[src/common/ebp_pkg.sv]
package ebp_pkg;

  // ****************************************
  // Timing
  // ****************************************
  localparam int CLK_NS      = 8;
  localparam int TOSC_NS     = 8;
  localparam int TCY_NS      = 4 * TOSC_NS;
  localparam int DB_STEP_CYC = (TCY_NS / CLK_NS < 1) ? 1 : TCY_NS / CLK_NS;

  // ****************************************
  // Register indices and field positions
  // ****************************************
  localparam logic [2:0] ADDR_MODE = 3'h0;
  localparam logic [2:0] ADDR_DUTY = 3'h1;
  localparam logic [2:0] ADDR_PER  = 3'h2;
  localparam logic [2:0] ADDR_DBR  = 3'h3;
  localparam logic [2:0] ADDR_SDC  = 3'h4;
  localparam logic [2:0] ADDR_TCFG = 3'h5;
  localparam logic [2:0] ADDR_CNT  = 3'h6;
  localparam int MC_FN_POS  = 2;
  localparam int MC_DLO_POS = 4;
  localparam int MC_CFG_POS = 6;
  localparam int FN_POL_BD  = 0;
  localparam int FN_POL_AC  = 1;
  localparam int DBR_RSEN   = 7;
  localparam int SD_FLAG    = 7;
  localparam int SD_SEL_POS = 4;
  localparam int SD_AC_POS  = 2;
  localparam int SD_BD_POS  = 0;
  localparam int TC_PRE_POS = 0;

  // ****************************************
  // Codes and reset values
  // ****************************************
  localparam logic [1:0] CFG_SINGLE = 2'h0;
  localparam logic [1:0] CFG_FWD    = 2'h1;
  localparam logic [1:0] CFG_HALF   = 2'h2;
  localparam logic [1:0] CFG_REV    = 2'h3;
  localparam logic [1:0] FN_PWM     = 2'h3;
  localparam logic [1:0] SDL_LOW    = 2'h0;
  localparam logic [1:0] SDL_HIGH   = 2'h1;
  localparam logic [4:0] PRE_1      = 5'h01;
  localparam logic [4:0] PRE_4      = 5'h04;
  localparam logic [4:0] PRE_16     = 5'h10;
  localparam logic [2:0] SYNC_RST   = 3'h1;

  typedef enum logic [2:0] {
    ST_OFF  = 3'b001,
    ST_WAIT = 3'b010,
    ST_RUN  = 3'b100
  } ebp_phase_t;

  // Prescale factor from its select code
  function automatic logic [4:0] prescale_len(input logic [1:0] sel);
    case (sel)
      2'h0:    prescale_len = PRE_1;
      2'h1:    prescale_len = PRE_4;
      default: prescale_len = PRE_16;
    endcase
  endfunction : prescale_len

endpackage : ebp_pkg

[src/common/ebp_db_if.sv]
`timescale 1ns/1ps
// Raw waveform and delay count out, delayed half-bridge pair back
interface ebp_db_if;
  logic       raw;
  logic [6:0] dead;
  logic       out_a;
  logic       out_b;
  modport core (output raw, output dead, input out_a, input out_b);
  modport db (input raw, input dead, output out_a, output out_b);
endinterface : ebp_db_if

[src/hw/ebp_pwm.sv]
`timescale 1ns/1ps
module ebp_pwm
  import ebp_pkg::*;
#(
  parameter bit HALF_ONLY = 1'b0
)
(
  // Clock and reset
  input  wire logic       clk,
  input  wire logic       srst,
  // Register port
  input  wire logic [2:0] reg_addr,
  input  wire logic [7:0] reg_wdata,
  input  wire logic       reg_wr,
  input  wire logic       reg_rd,
  output logic      [7:0] reg_rdata,
  // Shutdown sources, asynchronous
  input  wire logic       ext_int_pin_n,
  input  wire logic [1:0] comparator_output,
  // Bridge outputs
  output logic            pwm_out_a,
  output logic            pwm_oe_a,
  output logic            pwm_out_b,
  output logic            pwm_oe_b,
  output logic            pwm_out_c,
  output logic            pwm_oe_c,
  output logic            pwm_out_d,
  output logic            pwm_oe_d
);

  // ****************************************
  // State
  // ****************************************
  typedef struct packed {
    logic [7:0] mc;
    logic [7:0] duty;
    logic [7:0] per;
    logic [7:0] dbr;
    logic [2:0] sd_sel;
    logic [1:0] lvl_ac;
    logic [1:0] lvl_bd;
    logic       flag;
    logic [1:0] pre_sel;
    logic [3:0] pre;
    logic [1:0] fine;
    logic [7:0] tmr;
    logic [9:0] duty_act;
    logic       dir_act;
    logic [2:0] sync1;
    logic [2:0] sync2;
    ebp_phase_t phase;
    logic [7:0] rdata;
    logic [3:0] pin;
    logic [3:0] oe;
  } ebp_st_t;

  ebp_st_t q;
  ebp_st_t d;

  logic [1:0] cfg;
  logic [4:0] plen;
  logic       tick;
  logic       last_step;
  logic [9:0] tb;
  logic       raw;
  logic [2:0] src;
  logic       cond;
  logic       wr_sd;
  logic       en_fn;
  logic       shut;
  logic       full;
  logic       dir_new;
  logic       dir_pend;
  logic       blank;
  logic       swap;
  logic       dir_use;
  logic       mod;
  logic [3:0] act;
  logic [3:0] used;
  logic [3:0] pol;
  logic [3:0] sd_pin;
  logic [3:0] sd_oe;

  ebp_db_if dbi ();

  // ****************************************
  // Time base
  // ****************************************

  // Mode and prescale decode
  assign cfg  = q.mc[MC_CFG_POS +: 2];
  assign plen = prescale_len(q.pre_sel);
  assign en_fn = (q.mc[MC_FN_POS +: 2] == FN_PWM);

  // One fine step per prescale length of clocks
  assign tick      = (q.pre == 4'(plen - 5'h01));
  assign last_step = tick && (q.fine == 2'h3) && (q.tmr == q.per);

  // Ten-bit count: timer above, fine phase below
  assign tb  = {q.tmr, q.fine};
  assign raw = (tb < q.duty_act);

  // ****************************************
  // Shutdown sources
  // ****************************************

  // Pin is active low; comparators active high
  assign src   = {q.sync2[2:1], ~q.sync2[0]};
  assign cond  = |(q.sd_sel & src);
  assign wr_sd = reg_wr && (reg_addr == ADDR_SDC);
  assign shut  = q.flag || cond;

  // ****************************************
  // Full-bridge direction
  // ****************************************
  assign full     = cfg[0];
  assign dir_new  = cfg[1];
  assign dir_pend = full && (dir_new != q.dir_act);

  // Blank the modulated leg for the last four fine steps
  assign blank = dir_pend && (q.tmr == q.per);

  // Unmodulated legs swap one fine step before period end
  assign swap    = blank && (q.fine == 2'h3);
  assign dir_use = swap ? dir_new : q.dir_act;
  assign mod     = raw && !blank;

  // ****************************************
  // Output shaping
  // ****************************************

  // Dead-band unit sees the raw waveform
  assign dbi.raw  = raw;
  assign dbi.dead = q.dbr[6:0];

  ebp_deadband u_db (
    .clk  (clk),
    .srst (srst),
    .dbi  (dbi.db)
  );

  // Active levels per pin, order d c b a
  assign act = (cfg == CFG_SINGLE) ? {3'b000, raw} :
               (cfg == CFG_HALF)   ? {2'b00, dbi.out_b, dbi.out_a} :
               dir_use             ? {2'b01, mod, 1'b0} :
                                     {mod, 2'b00, 1'b1};

  // Pins in use for the mode
  assign used = (cfg == CFG_SINGLE) ? 4'h1 :
                (cfg == CFG_HALF)   ? 4'h3 :
                {~HALF_ONLY, ~HALF_ONLY, 2'b11};

  // Pair polarity, 1 means active low
  assign pol = {q.mc[FN_POL_BD], q.mc[FN_POL_AC],
                q.mc[FN_POL_BD], q.mc[FN_POL_AC]};

  // Shutdown levels per pair
  assign sd_pin = {q.lvl_bd == SDL_HIGH, q.lvl_ac == SDL_HIGH,
                   q.lvl_bd == SDL_HIGH, q.lvl_ac == SDL_HIGH};
  assign sd_oe  = {~q.lvl_bd[1], ~q.lvl_ac[1],
                   ~q.lvl_bd[1], ~q.lvl_ac[1]};

  // ****************************************
  // Next state
  // ****************************************
  always_comb
  begin
    d = q;

    // Two-stage synchronisers for the shutdown pins
    d.sync1 = {comparator_output, ext_int_pin_n};
    d.sync2 = q.sync1;

    // Register writes
    if (reg_wr)
    begin
      case (reg_addr)
        ADDR_MODE: d.mc   = reg_wdata;
        ADDR_DUTY: d.duty = reg_wdata;
        ADDR_PER:  d.per  = reg_wdata;
        ADDR_DBR:  d.dbr  = reg_wdata;
        ADDR_SDC:
        begin
          d.sd_sel = reg_wdata[SD_SEL_POS +: 3];
          d.lvl_ac = reg_wdata[SD_AC_POS +: 2];
          d.lvl_bd = reg_wdata[SD_BD_POS +: 2];
        end
        ADDR_TCFG: d.pre_sel = reg_wdata[TC_PRE_POS +: 2];
        default: ;
      endcase
    end

    // Prescaler, fine phase and timer
    d.pre = tick ? 4'h0 : q.pre + 4'h1;
    if (tick)
    begin
      d.fine = q.fine + 2'h1;
      if (q.fine == 2'h3)
      begin
        d.tmr = (q.tmr == q.per) ? 8'h00 : q.tmr + 8'h01;
      end
    end

    // Duty and direction take effect at the period boundary
    if (last_step)
    begin
      d.duty_act = {q.duty, q.mc[MC_DLO_POS +: 2]};
      d.dir_act  = dir_new;
    end

    // Shutdown flag: a live condition beats any write
    if (cond)
    begin
      d.flag = 1'b1;
    end
    else if (wr_sd)
    begin
      d.flag = reg_wdata[SD_FLAG];
    end
    else if (q.flag && q.dbr[DBR_RSEN])
    begin
      d.flag = 1'b0;
    end

    // Run phase
    case (q.phase)
      ST_OFF:
      begin
        if (en_fn)
        begin
          d.phase = ST_WAIT;
        end
      end
      ST_WAIT:
      begin
        if (!en_fn)
        begin
          d.phase = ST_OFF;
        end
        else if (last_step && !shut)
        begin
          d.phase = ST_RUN;
        end
      end
      ST_RUN:
      begin
        if (!en_fn)
        begin
          d.phase = ST_OFF;
        end
        else if (shut)
        begin
          d.phase = ST_WAIT;
        end
      end
      default: d.phase = ST_OFF;
    endcase

    // Read data, valid only in the cycle after the strobe
    d.rdata = 8'h00;
    if (reg_rd)
    begin
      case (reg_addr)
        ADDR_MODE: d.rdata = q.mc;
        ADDR_DUTY: d.rdata = q.duty;
        ADDR_PER:  d.rdata = q.per;
        ADDR_DBR:  d.rdata = q.dbr;
        ADDR_SDC:  d.rdata = {q.flag, q.sd_sel, q.lvl_ac, q.lvl_bd};
        ADDR_TCFG: d.rdata = {6'h00, q.pre_sel};
        ADDR_CNT:  d.rdata = q.tmr;
        default:   d.rdata = 8'h00;
      endcase
    end

    // Pin drive
    if (q.phase == ST_OFF)
    begin
      d.pin = 4'h0;
      d.oe  = 4'h0;
    end
    else if (shut)
    begin
      d.pin = sd_pin & sd_oe & used;
      d.oe  = sd_oe & used;
    end
    else if (q.phase == ST_RUN)
    begin
      d.pin = (act ^ pol) & used;
      d.oe  = used;
    end
    else
    begin
      d.pin = pol & used;
      d.oe  = used;
    end
  end

  // State register
  always_ff @(posedge clk)
  begin
    if (srst)
    begin
      q       <= '0;
      q.phase <= ST_OFF;
      q.sync1 <= SYNC_RST;
      q.sync2 <= SYNC_RST;
    end
    else
    begin
      q <= d;
    end
  end

  // Outputs straight from the state register
  assign reg_rdata = q.rdata;
  assign pwm_out_a = q.pin[0];
  assign pwm_oe_a  = q.oe[0];
  assign pwm_out_b = q.pin[1];
  assign pwm_oe_b  = q.oe[1];
  assign pwm_out_c = q.pin[2];
  assign pwm_oe_c  = q.oe[2];
  assign pwm_out_d = q.pin[3];
  assign pwm_oe_d  = q.oe[3];

  // Period measurement helper
  logic [14:0] cyc_q;
  logic        quiet_q;
  logic [14:0] per_len;

  assign per_len = 15'(plen) * 15'h0004 * (15'(q.per) + 15'h0001);

  always_ff @(posedge clk)
  begin
    if (srst)
    begin
      cyc_q   <= 15'h0000;
      quiet_q <= 1'b0;
    end
    else
    begin
      cyc_q   <= last_step ? 15'h0000 : cyc_q + 15'h0001;
      quiet_q <= last_step ? 1'b1 :
                 (reg_wr && (reg_addr == ADDR_PER || reg_addr == ADDR_TCFG)) ? 1'b0 : quiet_q;
    end
  end
endmodule : ebp_pwm

[src/hw/ebp_deadband.sv]
`timescale 1ns/1ps
module ebp_deadband
  import ebp_pkg::*;
(
  // Clock and reset
  input wire logic clk,
  input wire logic srst,
  // Waveform in, delayed pair out
  ebp_db_if.db     dbi
);

  typedef struct packed {
    logic       raw;
    logic [8:0] cnt;
  } ebp_db_st_t;

  ebp_db_st_t q;
  ebp_db_st_t d;
  logic [8:0] need;
  logic       on;

  // Delay in clocks: instruction cycles times count
  assign need = 9'(dbi.dead) * 9'(DB_STEP_CYC);

  // Edge holds both outputs off until the count is reached
  assign on = (need == 9'h000) || ((dbi.raw == q.raw) && (q.cnt >= need));

  // Count clocks since the last edge, saturating
  always_comb
  begin
    d     = q;
    d.raw = dbi.raw;
    if (dbi.raw != q.raw)
    begin
      d.cnt = 9'h001;
    end
    else if (q.cnt != 9'h1ff)
    begin
      d.cnt = q.cnt + 9'h001;
    end
  end

  // State register
  always_ff @(posedge clk)
  begin
    if (srst)
    begin
      q <= '0;
    end
    else
    begin
      q <= d;
    end
  end

  // Waveform on A, complement on B, both delayed
  assign dbi.out_a = dbi.raw && on;
  assign dbi.out_b = !dbi.raw && on;
endmodule : ebp_deadband

[config.mk]
export PLATFORM = sky130hd
export DESIGN_NAME = ebp_pwm
export DESIGN_NICKNAME = d
export VERILOG_FILES = /design/src/common/ebp_pkg.sv /design/src/common/ebp_db_if.sv /design/src/hw/ebp_pwm.sv /design/src/hw/ebp_deadband.sv
export SDC_FILE = /design/constraint.sdc
export NUM_CORES = 1
export LEC_CHECK = 0
export BUFFER_PORTS_ARGS = -buffer_cell sky130_fd_sc_hd__clkbuf_2
export CAP_MARGIN = 0
export CORE_ASPECT_RATIO = 1.25
export CORE_MARGIN = 1
export CORE_UTILIZATION = 41
export CTS_BUF_LIST = sky130_fd_sc_hd__clkbuf_2
export DETAILED_ROUTE_END_ITERATION = 7
export PLACE_DENSITY = 0.59
export REMOVE_ABC_BUFFERS = 1
export SYNTH_ARGS = -nofsm -noshare
export SYNTH_HDL_FRONTEND = slang
export SYNTH_SLANG_ARGS = --single-unit
[constraint.sdc]
create_clock -name clk -period 2.2 [get_ports clk]
set_clock_uncertainty 0.15 [all_clocks]
set_input_delay 0.44 -clock clk [delete_from_list [all_inputs] [get_ports clk]]
set_output_delay 0.44 -clock clk [all_outputs]
set_load 0.1 [all_outputs]
==> results of run 1 <==
## final cells by class
class                           instances  area, um^2  share of cell area (%)
Multi-Input combinational cell        426        2940                    46.7
Clock buffer                            9        45.0                   0.714
Timing Repair Buffer                  112         866                    13.7
Inverter                               27         101                    1.61
Clock inverter                          5        76.3                    1.21
Sequential cell                       102        2080                    32.9
Tap cell                              161         201                    3.19
## placed cells by master (no fill, tap or decap), types with 8 or more instances in the layout
cell type / n
a21oi_1: 47
a22oi_1: 10
buf_4: 58
buf_6: 8
clkbuf_2: 42
dfxtp_1: 83
dfxtp_2: 15
dlygate4sd3_1: 10
ha_1: 15
ha_4: 8
inv_1: 25
mux2_2: 8
mux2i_1: 30
nand2_1: 79
nand3_1: 14
nor2_1: 73
nor2b_1: 9
nor3_1: 10
xnor2_1: 13
xor2_1: 15
## logic make-up after synthesis
logic type,share of synthesized area [%]
flip-flops,40.8
AO/OA/AOI/OAI,12.5
multiplexers,8.90
AND/OR/NAND/NOR,21.4
adder cells (fa/ha/maj),5.75
buffers and inverters,5.55
XOR/XNOR,5.08
## how the worst max path moves through the flow
stage                from         to  slack [ns]
detailed placement  q[40]  pwm_out_d       -0.18
CTS                 q[50]      q[32]       -0.11
global route        q[51]      q[28]       -0.21
global placement    q[40]  pwm_out_d       -0.17
floorplan           q[51]      q[17]       -0.46
finish              q[51]      q[28]       -0.14
## per-layer routing
layer,track usage [%],wire [um],vias to the layer above
li1,-,-,2188
met1,28.1,5980,2126
met2,39.2,6970,121
met3,3.75,529,41
met4,11.8,553,0
met5,0,0,-
## critical path, stage by stage, from the launching register on
cell and delay, ns:
dfxtp_2 0.40, buf_6 0.11, or4_4 0.53, a211oi_4 0.28, nand2_4 0.10, nor2b_4 0.18, buf_12 0.14, buf_16 0.11
mux2i_2 0.19, nor2_1 0.07
## timing repair
item / in CTS / in global routing
hold buffers: 9 / 1
gates resized for setup: 27 / 50
setup buffers: 7 / 6
setup endpoints to repair: 30 / 34
cloned: 2 / 0
endpoints found under the hold margin: 27 / 4
pin swaps: 10 / 20
## power groups by stage
stage / clock, uW / sequential (uW) / combinational (uW)
final: 992 / 1970 / 744
after global routing: 1090 / 1980 / 808
after CTS: 1010 / 1970 / 688
after detailed placement: 0 / 2010 / 599
after global placement: 0 / 2000 / 583
after floorplan: 0 / 2010 / 316
## per-stage QoR
step | area [um^2] | util, % | worst slack (ns) | hold slack, ns
finish | 6310 | 53.8 | -0.143 | 0.0242
global placement | 5620 | 47.9 | -0.172 | 0.244
global route | 6310 | 53.8 | -0.208 | 0.0138
detailed placement | 5620 | 47.9 | -0.181 | 0.253
CTS | 6040 | 51.5 | -0.109 | 0.00110
floorplan | 4830 | - | -0.459 | 0.239
## flip-flops by register name, summed over array words and instances, names as in the netlist
| name | flops |
|---|---|
| q | 62 |
| u_db.q | 10 |
| reg_rdata | 8 |
| dbi.dead | 7 |
| d | 3 |
| cfg | 2 |
| pol | 2 |
| pwm_oe_a | 1 |
| pwm_oe_b | 1 |
| pwm_oe_c | 1 |
| pwm_oe_d | 1 |
| pwm_out_a | 1 |
| pwm_out_b | 1 |
| pwm_out_c | 1 |
| pwm_out_d | 1 |
==> results.md, run 1 <==
* Max Clock Freq at 0.427 GHz
* Synth top cells by count: dfxtp_1, nand2_1, nor2_1, a21oi_1, mux2i_1
* Sequential Power Share at 53.1%
* Top cells by area, synth: dfxtp_1, mux2i_1, nand2_1
* Routed vias/inst at 5.32
* WS Path Type: reg2reg
* Max-slew headroom at 59.4%
* Antenna-violating nets left at 0
* Yosys top cell area share at 40.8%
* Max IR drop VDD at 0.311 mV
* RSZ-0062 raised after global routing: yes
* Final hold violations at 0
* Synth Flop Type: dfxtp_1
* Hold Path Sink: pol[1]
* Global Route Usage Sum at 23.2%
* Fin. max-slew vios at 0
* Worst hold path type: in2reg
* Tcrit/Tclk final at 107%
* Cells after synthesis at 589
* CTS buffer count at 9
* Reg2reg setup slack at -0.14 ns
* First-pass GRT wire length at 22300 um
* DP HPWL at 10000 um
* Hold wc startpoint: reg_wdata[0]
* Status: finished with violations
* CTS Root Cell: clkbuf_2
* Ys Warns at 0
* CP Max Fanout at 4
* Largest net degree at the start of global routing at 18
* IO Port Bufs at 33
* Sw Share at 29.0%
* Switching power at 1080 uW
* #FFs+latches synth at 102
* Worst-path clk slew at 0.27 ns
* Final net count at 719
* Initial core utilization at 42.7%
* Area added between synthesis and finish at 26.1%
* Die width at 101 um
* WP data arrival at 2.71 ns
* Die ar. at 12700 um^2
* Via count at 4476
* Clk Latency, worst-skew pair at 0.61 ns
* CP Launch Type: register
* CTS tree: done
* Leading area contributor after synthesis: dfxtp_1
* Setup TNS at -1.22 ns
* Fin worst setup slack at -0.143 ns
* Share of cells above drive strength 1 at 27.9%
* H-Tree Depth at 3
* Cell Pwr Density at 587 nW/um^2
* Most common cell in the netlist: dfxtp_1
* Clk sinks at 102
* Critical R2R Launch: q[51]
* Routed WL per cell at 16.7 um
* Routed wire length at 14000 um
* Gpl congestion at 0.904
* Leakage at 0.00246 uW
* Rows at 44
* Antenna cells at 0
* Vias in the first global route at 4432
* FILL cells at 1114
* Die H at 126 um
* Synth cell types at 55
* Final Critical Period at 2.34 ns
* DRC violations left at 0
* DR pass1 iterations at 5
* Worst setup EP type: register
* Critical Path RT at 2.56 ns
* Mapped cell area at 5000 um^2
* I/O pin cnt at 34
* Tightest Pin Transition at 0.603 ns
* Seq/Total Area, Yosys at 40.8%
* R2R depth at 9
* Final Non-Filler Cells at 842
* Terminus of the critical flop-to-flop path: q[28]
* Floorplan core area at 11700 um^2
* Clock power frac at 26.8%
* Mapped Avg Cell Area at 8.49 um^2
* Max cap viols at 0
* EDFF count, synth at 0
* Worst Hold Path Cells at 3
* Final setup vio count at 18
* Starting DRT DRC Count at 299
* Grt total ovfl at 0
* Failing checks: negative setup slack
* Fraction of registers with async set/reset at 0%
* Total Power at 3700 uW
* Internal cell power at 2630 uW
* Initial antenna violation count at 0
* Combinational Power Share at 20.1%
* Dpl cells at 804
* CTS Buffer Depth at 2
Note: power is estimated with default switching activity, not from simulation.
==> inputs of run 2 (changes only) <==
--- a/config.mk
+++ b/config.mk
@@ -7,12 +7,14 @@
 export LEC_CHECK = 0
 export BUFFER_PORTS_ARGS = -buffer_cell sky130_fd_sc_hd__clkbuf_2
 export CAP_MARGIN = 0
+export CELL_PAD_IN_SITES_DETAIL_PLACEMENT = 1
+export CELL_PAD_IN_SITES_GLOBAL_PLACEMENT = 1
 export CORE_ASPECT_RATIO = 1.25
 export CORE_MARGIN = 1
 export CORE_UTILIZATION = 41
 export CTS_BUF_LIST = sky130_fd_sc_hd__clkbuf_2
 export DETAILED_ROUTE_END_ITERATION = 7
-export PLACE_DENSITY = 0.59
+export PLACE_DENSITY = 0.74
 export REMOVE_ABC_BUFFERS = 1
 export SYNTH_ARGS = -nofsm -noshare
 export SYNTH_HDL_FRONTEND = slang
==> results.md, run 2 (same netlist as run 1, synthesis figures left out) <==
* Status: finished with violations
* Failing checks: negative setup slack
* FILL cells at 1416
* Commonest cells after routing, fill and taps aside: dfxtp_1, nand2_1, nor2_1, buf_4, a21oi_1
* Tcrit/Tclk final at 105%
* Worst hold path type: in2reg
* Worst-path clk slew at 0.30 ns
* Met3 usage at 3.86%
* IO Port Bufs at 33
* Antenna cells at 0
* Area occupied by multi-input gates at 2880 um^2
* Setup TNS at -0.674 ns
* Clk Latency, worst-skew pair at 0.60 ns
* Vias in the first global route at 4751
* Max cap viols at 0
* Max Clock Freq at 0.433 GHz
* Register area at 2060 um^2
* CTS buffer count at 9
* CTS Root Cell: clkbuf_2
* H-Tree Depth at 3
* Global Route Usage Sum at 25.1%
* Combinational Power Share at 19.5%
* Final Critical Period at 2.31 ns
* Grt total ovfl at 0
* Max IR drop VDD at 0.287 mV
* Final setup vio count at 24
* Most common cell after layout, fill and taps aside: dfxtp_1
* Internal cell power at 2410 uW
* CP Launch Type: register
* Gpl congestion at 0.855
* Die H at 126 um
* Total Power at 3560 uW
* Floorplan core area at 11700 um^2
* Initial core utilization at 42.7%
* Final net count at 714
* Critical-path top delay cell: or4_4
* Cell Pwr Density at 580 nW/um^2
* Met1 GRT Util at 30.0%
* DR pass1 iterations at 4
* Worst-path cell chain: buf_6, or4_4, a211oi_4, nand2_4, nor2b_4, buf_6, mux2i_1, nor2_1
* Area added between synthesis and finish at 22.6%
* Initial antenna violation count at 0
* Critical Path RT at 2.56 ns
* WP data arrival at 2.67 ns
* WS Path Type: reg2reg
* Most used cell, CP: buf_6
* DRC violations left at 0
* Met2 usage at 44.7%
* Share of cells above drive strength 1 at 26.3%
* Largest net degree at the start of global routing at 25
* Tightest Pin Transition at 0.826 ns
* Die width at 101 um
* Largest register FFs at 62
* GR peak layer: met2
* Fin. max-slew vios at 0
* Via count at 4508
* Sw Share at 32.2%
* CTS tree: done
* Slowest stage delay, CP at 0.49 ns
* CTS Buffer Depth at 2
* Clk sinks at 102
* Routed vias/inst at 5.37
* Leakage at 0.00241 uW
* First-pass GRT wire length at 24400 um
* Die ar. at 12700 um^2
* CP Max Fanout at 7
* Antenna-violating nets left at 0
* Routed wire length at 15400 um
* Routed WL per cell at 18.4 um
* RSZ-0062 raised after global routing: yes
* Largest register by flop count: q
* Sequential Power Share at 55.7%
* Max-slew headroom at 44.3%
* Rows at 44
* Final hold violations at 0
* I/O pin cnt at 34
* Starting DRT DRC Count at 189
* Clock power frac at 24.7%
* Switching power at 1140 uW
* DP HPWL at 11300 um
* Worst setup EP type: register
* Fin worst setup slack at -0.110 ns
==> run 2: layer usage <==
layer,routed length (um),part of all wire (%)
met1,6400,42
met2,8020,52
met3,600,3.9
met4,391,2.5
met5,0,0
==> run 2: worst max-delay path, delay by kind of cell, from the launching register on <==
| kind | cells | cell delay, ns |
|---|---|---|
| AOI/OAI and AO/OA | 1 | 0.32 |
| buffers and inverters | 2 | 0.27 |
| DFF | 1 | 0.41 |
| muxes | 1 | 0.24 |
| and+or+nand+nor | 4 | 0.85 |
==> run 2: cell type report <==
type / instances / area share [%]
Multi-Input combinational cell: 426 / 47.0
Sequential cell: 102 / 33.6
Timing Repair Buffer: 107 / 12.7
Tap cell: 161 / 3.28
Inverter: 27 / 1.65
Clock inverter: 7 / 0.979
Clock buffer: 9 / 0.734
==> run 2: path summary, 6_finish.rpt <==
path | from | depth (start not counted) | end | slack [ns]
max | q[51] | 8 | q[31] | -0.11
min | reg_wdata[1] | 3 | q[54] | 0.04
max reg2reg | q[51] | 8 | q[31] | -0.11
min reg2reg | d[19] | 1 | q[19] | 0.31
==> run 2: power groups by stage <==
stage / clock network, uW / logic, uW / registers [uW]
floorplan: 0 / 316 / 2010
global placement: 0 / 570 / 2010
detailed placement: 0 / 593 / 2010
CTS: 904 / 676 / 1980
global route: 977 / 749 / 1990
finish: 880 / 695 / 1980
==> run 2: metrics by stage <==
step           hold WS (ns)  worst slack, ns  instances  utilization, %  area (um^2)
2_1_floorplan         0.239           -0.459        555               -         4830
4_1_cts              0.0203          -0.0493        836            51.5         6040
3_5_place_dp          0.265           -0.234        804            47.9         5620
3_3_place_gp          0.244           -0.151        804            47.9         5620
6_report             0.0419           -0.110        839            52.3         6130
5_1_grt             0.00360           -0.177        839            52.3         6130
==> run 2: repair_timing <==
| action | in CTS | in global routing |
|---|---|---|
| endpoints found under the hold margin | 28 | 0 |
| cloned | 0 | 0 |
| pin swaps | 18 | 18 |
| buffers inserted | 6 | 4 |
| endpoints found under the setup margin | 33 | 38 |
| resized for setup | 42 | 18 |
| hold buffers | 10 | 0 |
